===== src/common/scc_pkg.sv =====
// Package for the stack and core configuration register bank.
// Assumes an 8-bit special-function register bus driven by the core.
package scc_pkg;
    // ==========================================================
    // Register addresses
    localparam logic [7:0] SCC_ADDR_SP_LOW = 8'h81;
    localparam logic [7:0] SCC_ADDR_PTR_LOW = 8'h82;
    localparam logic [7:0] SCC_ADDR_PTR_HIGH = 8'h83;
    localparam logic [7:0] SCC_ADDR_CONFIG = 8'haf;
    localparam logic [7:0] SCC_ADDR_SP_HIGH = 8'hb7;
    localparam logic [7:0] SCC_ADDR_BOUNDARY = 8'hbf;
    // ==========================================================
    // Reset values
    localparam logic [15:0] SCC_RST_PTR = 16'h0000;
    localparam logic [7:0] SCC_RST_SP_LOW = 8'h00;
    localparam logic [2:0] SCC_RST_SP_TOP = 3'h1;
    localparam logic [2:0] SCC_RST_START = 3'h1;
    localparam logic [4:0] SCC_RST_WATERLINE = 5'h00;
    localparam logic [7:0] SCC_RST_CONFIG = 8'h81;
    // ==========================================================
    // Field positions
    localparam int SCC_SPH_RSVD = 7;
    localparam int SCC_SPH_BOTTOM_FLAG = 6;
    localparam int SCC_BND_ACTION = 2;
    localparam int SCC_BND_ENABLE = 1;
    localparam int SCC_BND_WL_FLAG = 0;
    localparam int SCC_CFG_UART = 6;
    localparam int SCC_CFG_OWNER = 5;
    localparam int SCC_CFG_MOD = 4;
    // ==========================================================
    // Stack space
    localparam logic [10:0] SCC_XRAM_TOP = 11'h7ff;
endpackage


===== src/design/scc_stack_check.sv =====
// Stack address checks: waterline compare and bottom compare.
// Assumes the register bank feeds it stable register values.
`timescale 1ns/1ns
module scc_stack_check (
    // Stack state
    input wire logic [10:0] i_stack_addr,
    input wire logic [10:0] i_new_addr,
    input wire logic [2:0] i_start_bits,
    input wire logic [4:0] i_waterline,
    // Results
    output logic o_waterline_hit,
    output logic o_below_start
);
    // ==========================================================
    // Waterline at top minus setting; zero setting switches it off
    always_comb begin
        o_waterline_hit = (i_waterline != 5'h00) &&
            (i_stack_addr >= (scc_pkg::SCC_XRAM_TOP - {6'h00, i_waterline}));
        o_below_start = i_new_addr < {i_start_bits, 8'h00};
    end
endmodule


===== src/design/scc_regs.sv =====
// Stack pointer, data pointer, stack boundary and core configuration registers.
// Assumes a single-cycle special-function register bus from the core, and a
// push/pop strobe from the execution unit for stack pointer movement.
//
// Function
// - Data pointer is one 16-bit value from two byte registers, resets zero.
// - Stack pointer low register holds address bits 7:0, resets zero.
// - High register bits 2:0 hold address bits 10:8, reset 001.
// - High register bits 5:3 hold start address bits 10:8, reset 001.
// - Boundary register bits 7:3 hold five-bit waterline setting, reset zero.
// - Violation raises interrupt when action bit is 0, reset when 1.
// - Boundary bit 1 enables protection, off after reset.
// - Configuration bit 6 selects the enhanced UART checking.
// - Configuration bit 5 gives shared pins to I2C at 0, SPI at 1.
// - Configuration bit 4 enables 38 kHz output modulation.
// - Either low configuration bit enables external moves to 256 bytes.
// - Waterline is top minus setting; reaching it sets flag; zero disables.
// - Writes below the start address are ignored and set the bottom flag.
// - Start bits set top pointer bits; overflow rolls over to start.
`timescale 1ns/1ns
module scc_regs (
    // Clock and reset
    input wire logic i_sys_clk,
    input wire logic i_srst,
    // Register bus
    input wire logic [7:0] i_reg_addr,
    input wire logic i_reg_wr,
    input wire logic [7:0] i_reg_wdata,
    input wire logic i_reg_rd,
    // Stack movement from execution
    input wire logic i_push,
    input wire logic i_pop,
    // Read data
    output logic [7:0] o_reg_rdata,
    // Pointers
    output logic [15:0] o_data_pointer,
    output logic [10:0] o_stack_addr,
    // Violation results
    output logic o_stack_irq,
    output logic o_stack_reset,
    // Configuration outputs
    output logic o_uart_enhanced_select,
    output logic o_shared_serial_owner,
    output logic o_ir_modulation_enable,
    output logic o_xram_movx_enable
);
    // ==========================================================
    // Storage
    logic [7:0] pointer_low_byte;
    logic [7:0] pointer_high_byte;
    logic [10:0] stack_address_bits;
    logic [2:0] stack_start_bits;
    logic sph_reserved;
    logic stack_bottom_flag;
    logic [4:0] waterline_setting;
    logic violation_action;
    logic boundary_protect_enable;
    logic waterline_reached_flag;
    logic [7:0] core_configuration;
    logic [10:0] next_stack_addr;
    logic waterline_hit;
    logic below_start;
    logic wl_hit_d;
    logic sp_write;
    logic [10:0] wr_addr;

    // ==========================================================
    // Write decode
    function automatic logic is_wr(input logic [7:0] addr);
        is_wr = i_reg_wr && (i_reg_addr == addr);
    endfunction

    // Stack pointer write by either byte; a process, so that strobe and address wake it
    always_comb begin
        sp_write = is_wr(scc_pkg::SCC_ADDR_SP_LOW) || is_wr(scc_pkg::SCC_ADDR_SP_HIGH);
    end
    // Candidate stack address as a bus write would leave it
    always_comb begin
        wr_addr = stack_address_bits;
        if (is_wr(scc_pkg::SCC_ADDR_SP_LOW)) begin
            wr_addr[7:0] = i_reg_wdata;
        end
        if (is_wr(scc_pkg::SCC_ADDR_SP_HIGH)) begin
            wr_addr[10:8] = i_reg_wdata[2:0];
        end
    end

    scc_stack_check u_check (
        .i_stack_addr(stack_address_bits),
        .i_new_addr(wr_addr),
        .i_start_bits(stack_start_bits),
        .i_waterline(waterline_setting),
        .o_waterline_hit(waterline_hit),
        .o_below_start(below_start)
    );

    // ==========================================================
    // Next stack address: bus write, push with roll-over, or pop
    always_comb begin
        next_stack_addr = stack_address_bits;
        if (sp_write) begin
            if (!(boundary_protect_enable && below_start)) begin
                next_stack_addr = wr_addr;
            end
        end else if (i_push) begin
            if (stack_address_bits == scc_pkg::SCC_XRAM_TOP) begin
                next_stack_addr = {stack_start_bits, 8'h00};
            end else begin
                next_stack_addr = stack_address_bits + 11'h001;
            end
        end else if (i_pop) begin
            next_stack_addr = stack_address_bits - 11'h001;
        end
    end

    // Stack pointer
    always_ff @(posedge i_sys_clk) begin
        if (i_srst) begin
            stack_address_bits <= {scc_pkg::SCC_RST_SP_TOP, scc_pkg::SCC_RST_SP_LOW};
        end else begin
            stack_address_bits <= next_stack_addr;
        end
    end

    // Data pointer bytes
    always_ff @(posedge i_sys_clk) begin
        if (i_srst) begin
            pointer_low_byte <= scc_pkg::SCC_RST_PTR[7:0];
            pointer_high_byte <= scc_pkg::SCC_RST_PTR[15:8];
        end else begin
            if (is_wr(scc_pkg::SCC_ADDR_PTR_LOW)) begin
                pointer_low_byte <= i_reg_wdata;
            end
            if (is_wr(scc_pkg::SCC_ADDR_PTR_HIGH)) begin
                pointer_high_byte <= i_reg_wdata;
            end
        end
    end

    // Stack high register fields and bottom flag
    always_ff @(posedge i_sys_clk) begin
        if (i_srst) begin
            stack_start_bits <= scc_pkg::SCC_RST_START;
            sph_reserved <= 1'b1;
            stack_bottom_flag <= 1'b0;
        end else begin
            if (is_wr(scc_pkg::SCC_ADDR_SP_HIGH)) begin
                stack_start_bits <= i_reg_wdata[5:3];
                sph_reserved <= i_reg_wdata[scc_pkg::SCC_SPH_RSVD];
            end
            // Set wins over a software clear
            if (sp_write && boundary_protect_enable && below_start) begin
                stack_bottom_flag <= 1'b1;
            end else if (is_wr(scc_pkg::SCC_ADDR_SP_HIGH) &&
                         !i_reg_wdata[scc_pkg::SCC_SPH_BOTTOM_FLAG]) begin
                stack_bottom_flag <= 1'b0;
            end
        end
    end

    // Boundary control register and waterline flag
    always_ff @(posedge i_sys_clk) begin
        if (i_srst) begin
            waterline_setting <= scc_pkg::SCC_RST_WATERLINE;
            violation_action <= 1'b0;
            boundary_protect_enable <= 1'b0;
            waterline_reached_flag <= 1'b0;
        end else begin
            if (is_wr(scc_pkg::SCC_ADDR_BOUNDARY)) begin
                waterline_setting <= i_reg_wdata[7:3];
                violation_action <= i_reg_wdata[scc_pkg::SCC_BND_ACTION];
                boundary_protect_enable <= i_reg_wdata[scc_pkg::SCC_BND_ENABLE];
            end
            if (boundary_protect_enable && waterline_hit) begin
                waterline_reached_flag <= 1'b1;
            end else if (is_wr(scc_pkg::SCC_ADDR_BOUNDARY) &&
                         !i_reg_wdata[scc_pkg::SCC_BND_WL_FLAG]) begin
                waterline_reached_flag <= 1'b0;
            end
        end
    end

    // Configuration register
    always_ff @(posedge i_sys_clk) begin
        if (i_srst) begin
            core_configuration <= scc_pkg::SCC_RST_CONFIG;
        end else if (is_wr(scc_pkg::SCC_ADDR_CONFIG)) begin
            core_configuration <= i_reg_wdata;
        end
    end

    // ==========================================================
    // Violation events: one pulse on each new waterline hit or bottom write
    always_ff @(posedge i_sys_clk) begin
        if (i_srst) begin
            wl_hit_d <= 1'b0;
            o_stack_irq <= 1'b0;
            o_stack_reset <= 1'b0;
        end else begin
            wl_hit_d <= boundary_protect_enable && waterline_hit;
            o_stack_irq <= !violation_action &&
                (((boundary_protect_enable && waterline_hit) && !wl_hit_d) ||
                 (sp_write && boundary_protect_enable && below_start));
            o_stack_reset <= violation_action &&
                (((boundary_protect_enable && waterline_hit) && !wl_hit_d) ||
                 (sp_write && boundary_protect_enable && below_start));
        end
    end

    // Registered outputs
    always_ff @(posedge i_sys_clk) begin
        if (i_srst) begin
            o_data_pointer <= scc_pkg::SCC_RST_PTR;
            o_stack_addr <= {scc_pkg::SCC_RST_SP_TOP, scc_pkg::SCC_RST_SP_LOW};
            o_uart_enhanced_select <= 1'b0;
            o_shared_serial_owner <= 1'b0;
            o_ir_modulation_enable <= 1'b0;
            o_xram_movx_enable <= 1'b1;
        end else begin
            o_data_pointer <= {pointer_high_byte, pointer_low_byte};
            o_stack_addr <= stack_address_bits;
            o_uart_enhanced_select <= core_configuration[scc_pkg::SCC_CFG_UART];
            o_shared_serial_owner <= core_configuration[scc_pkg::SCC_CFG_OWNER];
            o_ir_modulation_enable <= core_configuration[scc_pkg::SCC_CFG_MOD];
            o_xram_movx_enable <= |core_configuration[1:0];
        end
    end

    // Read data, one cycle after a read strobe
    always_ff @(posedge i_sys_clk) begin
        if (i_srst) begin
            o_reg_rdata <= 8'h00;
        end else if (i_reg_rd) begin
            unique case (i_reg_addr)
                scc_pkg::SCC_ADDR_SP_LOW: o_reg_rdata <= stack_address_bits[7:0];
                scc_pkg::SCC_ADDR_PTR_LOW: o_reg_rdata <= pointer_low_byte;
                scc_pkg::SCC_ADDR_PTR_HIGH: o_reg_rdata <= pointer_high_byte;
                scc_pkg::SCC_ADDR_CONFIG: o_reg_rdata <= core_configuration;
                scc_pkg::SCC_ADDR_SP_HIGH: o_reg_rdata <= {sph_reserved, stack_bottom_flag,
                    stack_start_bits, stack_address_bits[10:8]};
                scc_pkg::SCC_ADDR_BOUNDARY: o_reg_rdata <= {waterline_setting,
                    violation_action, boundary_protect_enable, waterline_reached_flag};
                default: o_reg_rdata <= 8'h00;
            endcase
        end
    end
endmodule


===== config.mk =====
export PLATFORM = sky130hd
export DESIGN_NAME = scc_regs
export DESIGN_NICKNAME = d
export VERILOG_FILES = /design/src/common/scc_pkg.sv /design/src/design/scc_stack_check.sv /design/src/design/scc_regs.sv
export SDC_FILE = /design/constraint.sdc
export NUM_CORES = 1
export LEC_CHECK = 0
export ABC_AREA = 1
export BUFFER_PORTS_ARGS = -buffer_cell sky130_fd_sc_hd__buf_2
export CAP_MARGIN = 5
export CORE_MARGIN = 4
export CORE_UTILIZATION = 60
export DETAILED_ROUTE_END_ITERATION = 8
export PLACE_DENSITY_LB_ADDON = 0.25
export SYNTH_ARGS = -nofsm -noshare
export SYNTH_HDL_FRONTEND = slang
export SYNTH_SLANG_ARGS = --single-unit

===== constraint.sdc =====
create_clock -name i_sys_clk -period 3.4 [get_ports i_sys_clk]
set_clock_uncertainty 0.05 [all_clocks]
set_input_delay 0.34 -clock i_sys_clk [delete_from_list [all_inputs] [get_ports i_sys_clk]]
set_output_delay 0.34 -clock i_sys_clk [all_outputs]
set_load 0.02 [all_outputs]

==> flow_summary.yaml <==
critical_path:
  crit_path_end_kind: "register"
  r2r_start: "stack_address_bits[0]$_SDFFE_PP0P_"
  crit_path_cell_trace: "buf_2 > inv_2 > nand2_1 > nor2_4 > nand3_4 > o21ai_0 > ha_1 > a211oi_1 > nand3_1 > nand2_2 > inv_2 > nand2_1 > nand3_1"
  worst-setup-path-type: "in2reg"
  slowest_stage: "ha_1"
  crit_cells: 13
  crit_path_end: "stack_address_bits[8]$_SDFFE_PP1P_"
  crit_arrival_ps: 2350
  reg2reg_depth: 11
  timing.rr.end: "stack_address_bits[8]$_SDFFE_PP1P_"
  critPathMaxFanout: 14
  cp_num_buf_inv: 3
  critPathLaunchType: "input pin"
  cp_top_family: "simple AND/OR/NAND/NOR gates"
  cp.required_ps: 3590
  max_stage_delay_ps: 290
  setup.worst_path.start: "i_reg_addr[3]"
  reg2reg_slack_ps: 1350
cells_and_area:
  multiInputGateArea_sq_mm: 0.00201
  diodes: 0
  regArea_sq_mm: 0.00180
  drive_gt1_frac: 0.179
  fillCellCount: 570
  nets: 657
  syn_to_final_growth_pct: 13.8
clocking:
  cts-root-buf: "clkbuf_8"
  ctsResizeCount: 0
  cts_max_level: 3
  holdBufCountCts: 0
  clk_pin_slew_ps: 100
  clock_path_buffers: 2
  clk_latency_ps: 360
  cts_tree: "done"
  numCtsBuffers: 9
  postCtsSetupBuffers: 0
  clock_sinks: 90
drt:
  drt_wl_total_um: 11300
  vias: 4124
  first_pass_iters: 5
  wl_per_cell_um: 15.6
  ant_nets: 0
  avgViaCountPerCell: 5.67
  drt-initial-drc-count: 494
  drc: 0
floorplan:
  dieWidth_um: 91.6
  dieHeight_um: 91.6
  fp.dieArea_sq_mm: 0.00839
  row_count: 30
  core_sq_mm: 0.00679
  start_util: 0.617
  io_pins: 63
pwr:
  power_density_mw_per_mm2: 458
  p_leak_uw: 0.00215
  finalPower_uw: 2190
  vdd_drop_max_v: 0.000235
synthesis:
  synth_top_area_cell: "dfxtp_1"
  avgSynthCellArea_sq_um: 7.39
  synth.most_common_cell: "dfxtp_1"
  synth_top_area_share: 0.429
  synth_top_flop_cell: "dfxtp_1"
  yosys.area_share.simple: 0.239
  async_reset_ff_frac: 0
  synthesis.nets: 599
  yosys_warnings: 0
  synth_top_family_by_area: "simple AND/OR/NAND/NOR gates"
  synthAdderAreaFrac: 0.0268
  ys_types: 41
  synth_compound_area_frac: 0.202
  yosysSeqAreaShare: 0.429
  synthMuxAreaShare: 0
  syn_inst: 568
  ys_ff_latch: 90
  synth.cell_area_sq_mm: 0.00420
  synth-edff-count: 0
  ys_top_cells_by_area: "dfxtp_1 (43%), o21ai_0 (7.4%), nand2_1 (7.3%)"
  synth_xor_area_frac: 0.0104
  synth_common_cells: "dfxtp_1 (90), nand2_1 (82), inv_1 (73)"
timing:
  finalSetupTns_ps: 0
  fmax_mhz: 463
  fin_crit_sh: 0.635
  grt_setup_unrepaired: "false"
  drv_slew: 0
  relSlewSlack: 0.592
  setup_viol: 0
  worst_pin_slew_ps: 609
  final_hold_viol_count: 0
  fin_hold_ws_ps: 266
  layout_min_cycle_time_ps: 2160
placement:
  place_hpwl_um: 8310
  gp_congestion: 0.989
  port-buffer-count: 62
run_status:
  status: "finished, final reports clean"
min_path:
  hp-class: "in2reg"
  hold_path_depth: 3
global_routing:
  grt_max_degree: 46
  grt-ovfl-total: 0
  track_usage: 0.279
  grt_pass1_vias: 3859
  grt_pass1_wl_um: 18600
  grt_antenna_before_repair: 0
job:
  max_cap_violations: 0
## cell families after synthesis
logic type / count (synthesis)
AND/OR/NAND/NOR: 214
AO/OA/AOI/OAI: 152
buffers and inverters: 98
flip-flops: 90
adder cells (fa/ha/maj): 9
XOR/XNOR: 5
## power by group
group | internal, uW | total [uW] | switching [uW] | leakage [uW]
registers | 1080 | 1110 | 27.1 | 0.000730
logic | 88.4 | 281 | 192 | 0.00132
clock network | 362 | 799 | 438 | 0.000107
total | 1530 | 2190 | 657 | 0.00215
## routing by layer
layer	up-vias	part of all wire	GRT usage
met3	39	0.10	0.0623
met1	1860	0.42	0.371
met4	0	0.035	0.142
met5	-	0	0
li1	1985	-	-
met2	240	0.44	0.423
## registers in the layout (all words and copies together) (netlist names), 3 cells and up
name,flops
core_configuration,8
o_data_pointer,16
o_reg_rdata,8
o_stack_addr,11
pointer_high_byte,8
pointer_low_byte,8
stack_address_bits,11
stack_start_bits,3
waterline_setting,5
## layout make-up
| cell class | instances | share of cell area |
|---|---|---|
| Clock buffer | 9 | 0.0259 |
| Clock inverter | 7 | 0.0196 |
| Inverter | 81 | 0.0637 |
| Multi-Input combinational cell | 380 | 0.420 |
| Sequential cell | 90 | 0.377 |
| Tap cell | 96 | 0.0252 |
| Timing Repair Buffer | 64 | 0.0681 |
## how the worst min path moves through the flow
stage | from | to | slack [ps]
floorplan | core_configuration[1]$_SDFFE_PP0P_ | o_xram_movx_enable$_SDFF_PP1_ | 360
global placement | pointer_low_byte[3]$_SDFFE_PP0P_ | o_data_pointer[3]$_SDFF_PP0_ | 390
finish | i_reg_wdata[3] | pointer_high_byte[3]$_SDFFE_PP0P_ | 270
detailed placement | core_configuration[1]$_SDFFE_PP0P_ | o_xram_movx_enable$_SDFF_PP1_ | 390
CTS | i_reg_wdata[7] | core_configuration[7]$_SDFFE_PP1P_ | 260
global route | i_reg_wdata[7] | core_configuration[7]$_SDFFE_PP1P_ | 280
## stage by stage
step           std cells  cell area, sq um  worst slack (ps)   util
2_1_floorplan        568              4200              1190      -
3_3_place_gp         711              4560               995  0.671
3_5_place_dp         711              4560               875  0.671
4_1_cts              727              4780              1270  0.703
5_1_grt              727              4780               902  0.703
6_report             727              4780              1240  0.703
## cells in the final DEF, fill, tap and decap left out, types with 4 or more instances in the layout
cell / synthesis / final
a21oi_1: 57 / 57
a22oi_1: 8 / 8
buf_2: 3 / 62
clkbuf_8: 0 / 9
dfxtp_1: 90 / 90
ha_1: 9 / 9
inv_1: 73 / 73
inv_2: 7 / 7
nand2_1: 82 / 82
nand2_2: 9 / 9
nand3_1: 32 / 32
nor2_1: 65 / 65
nor3_1: 4 / 4
o211ai_1: 7 / 7
o21ai_0: 62 / 62
o221ai_1: 5 / 5
o22ai_1: 5 / 5
xor2_1: 5 / 5
## worst register-to-register path, cell delays in order, from the launching register on
cell and delay (ps):
dfxtp_1 370, inv_1 310, ha_1 270, nand3_1 130, inv_1 80, nand3_1 130, o21ai_0 250, nand2_1 90
nand2_1 70, nand2_1 60, nand2_1 60, nand3_1 60
No activity file was read; power rests on OpenSTA's default activity.
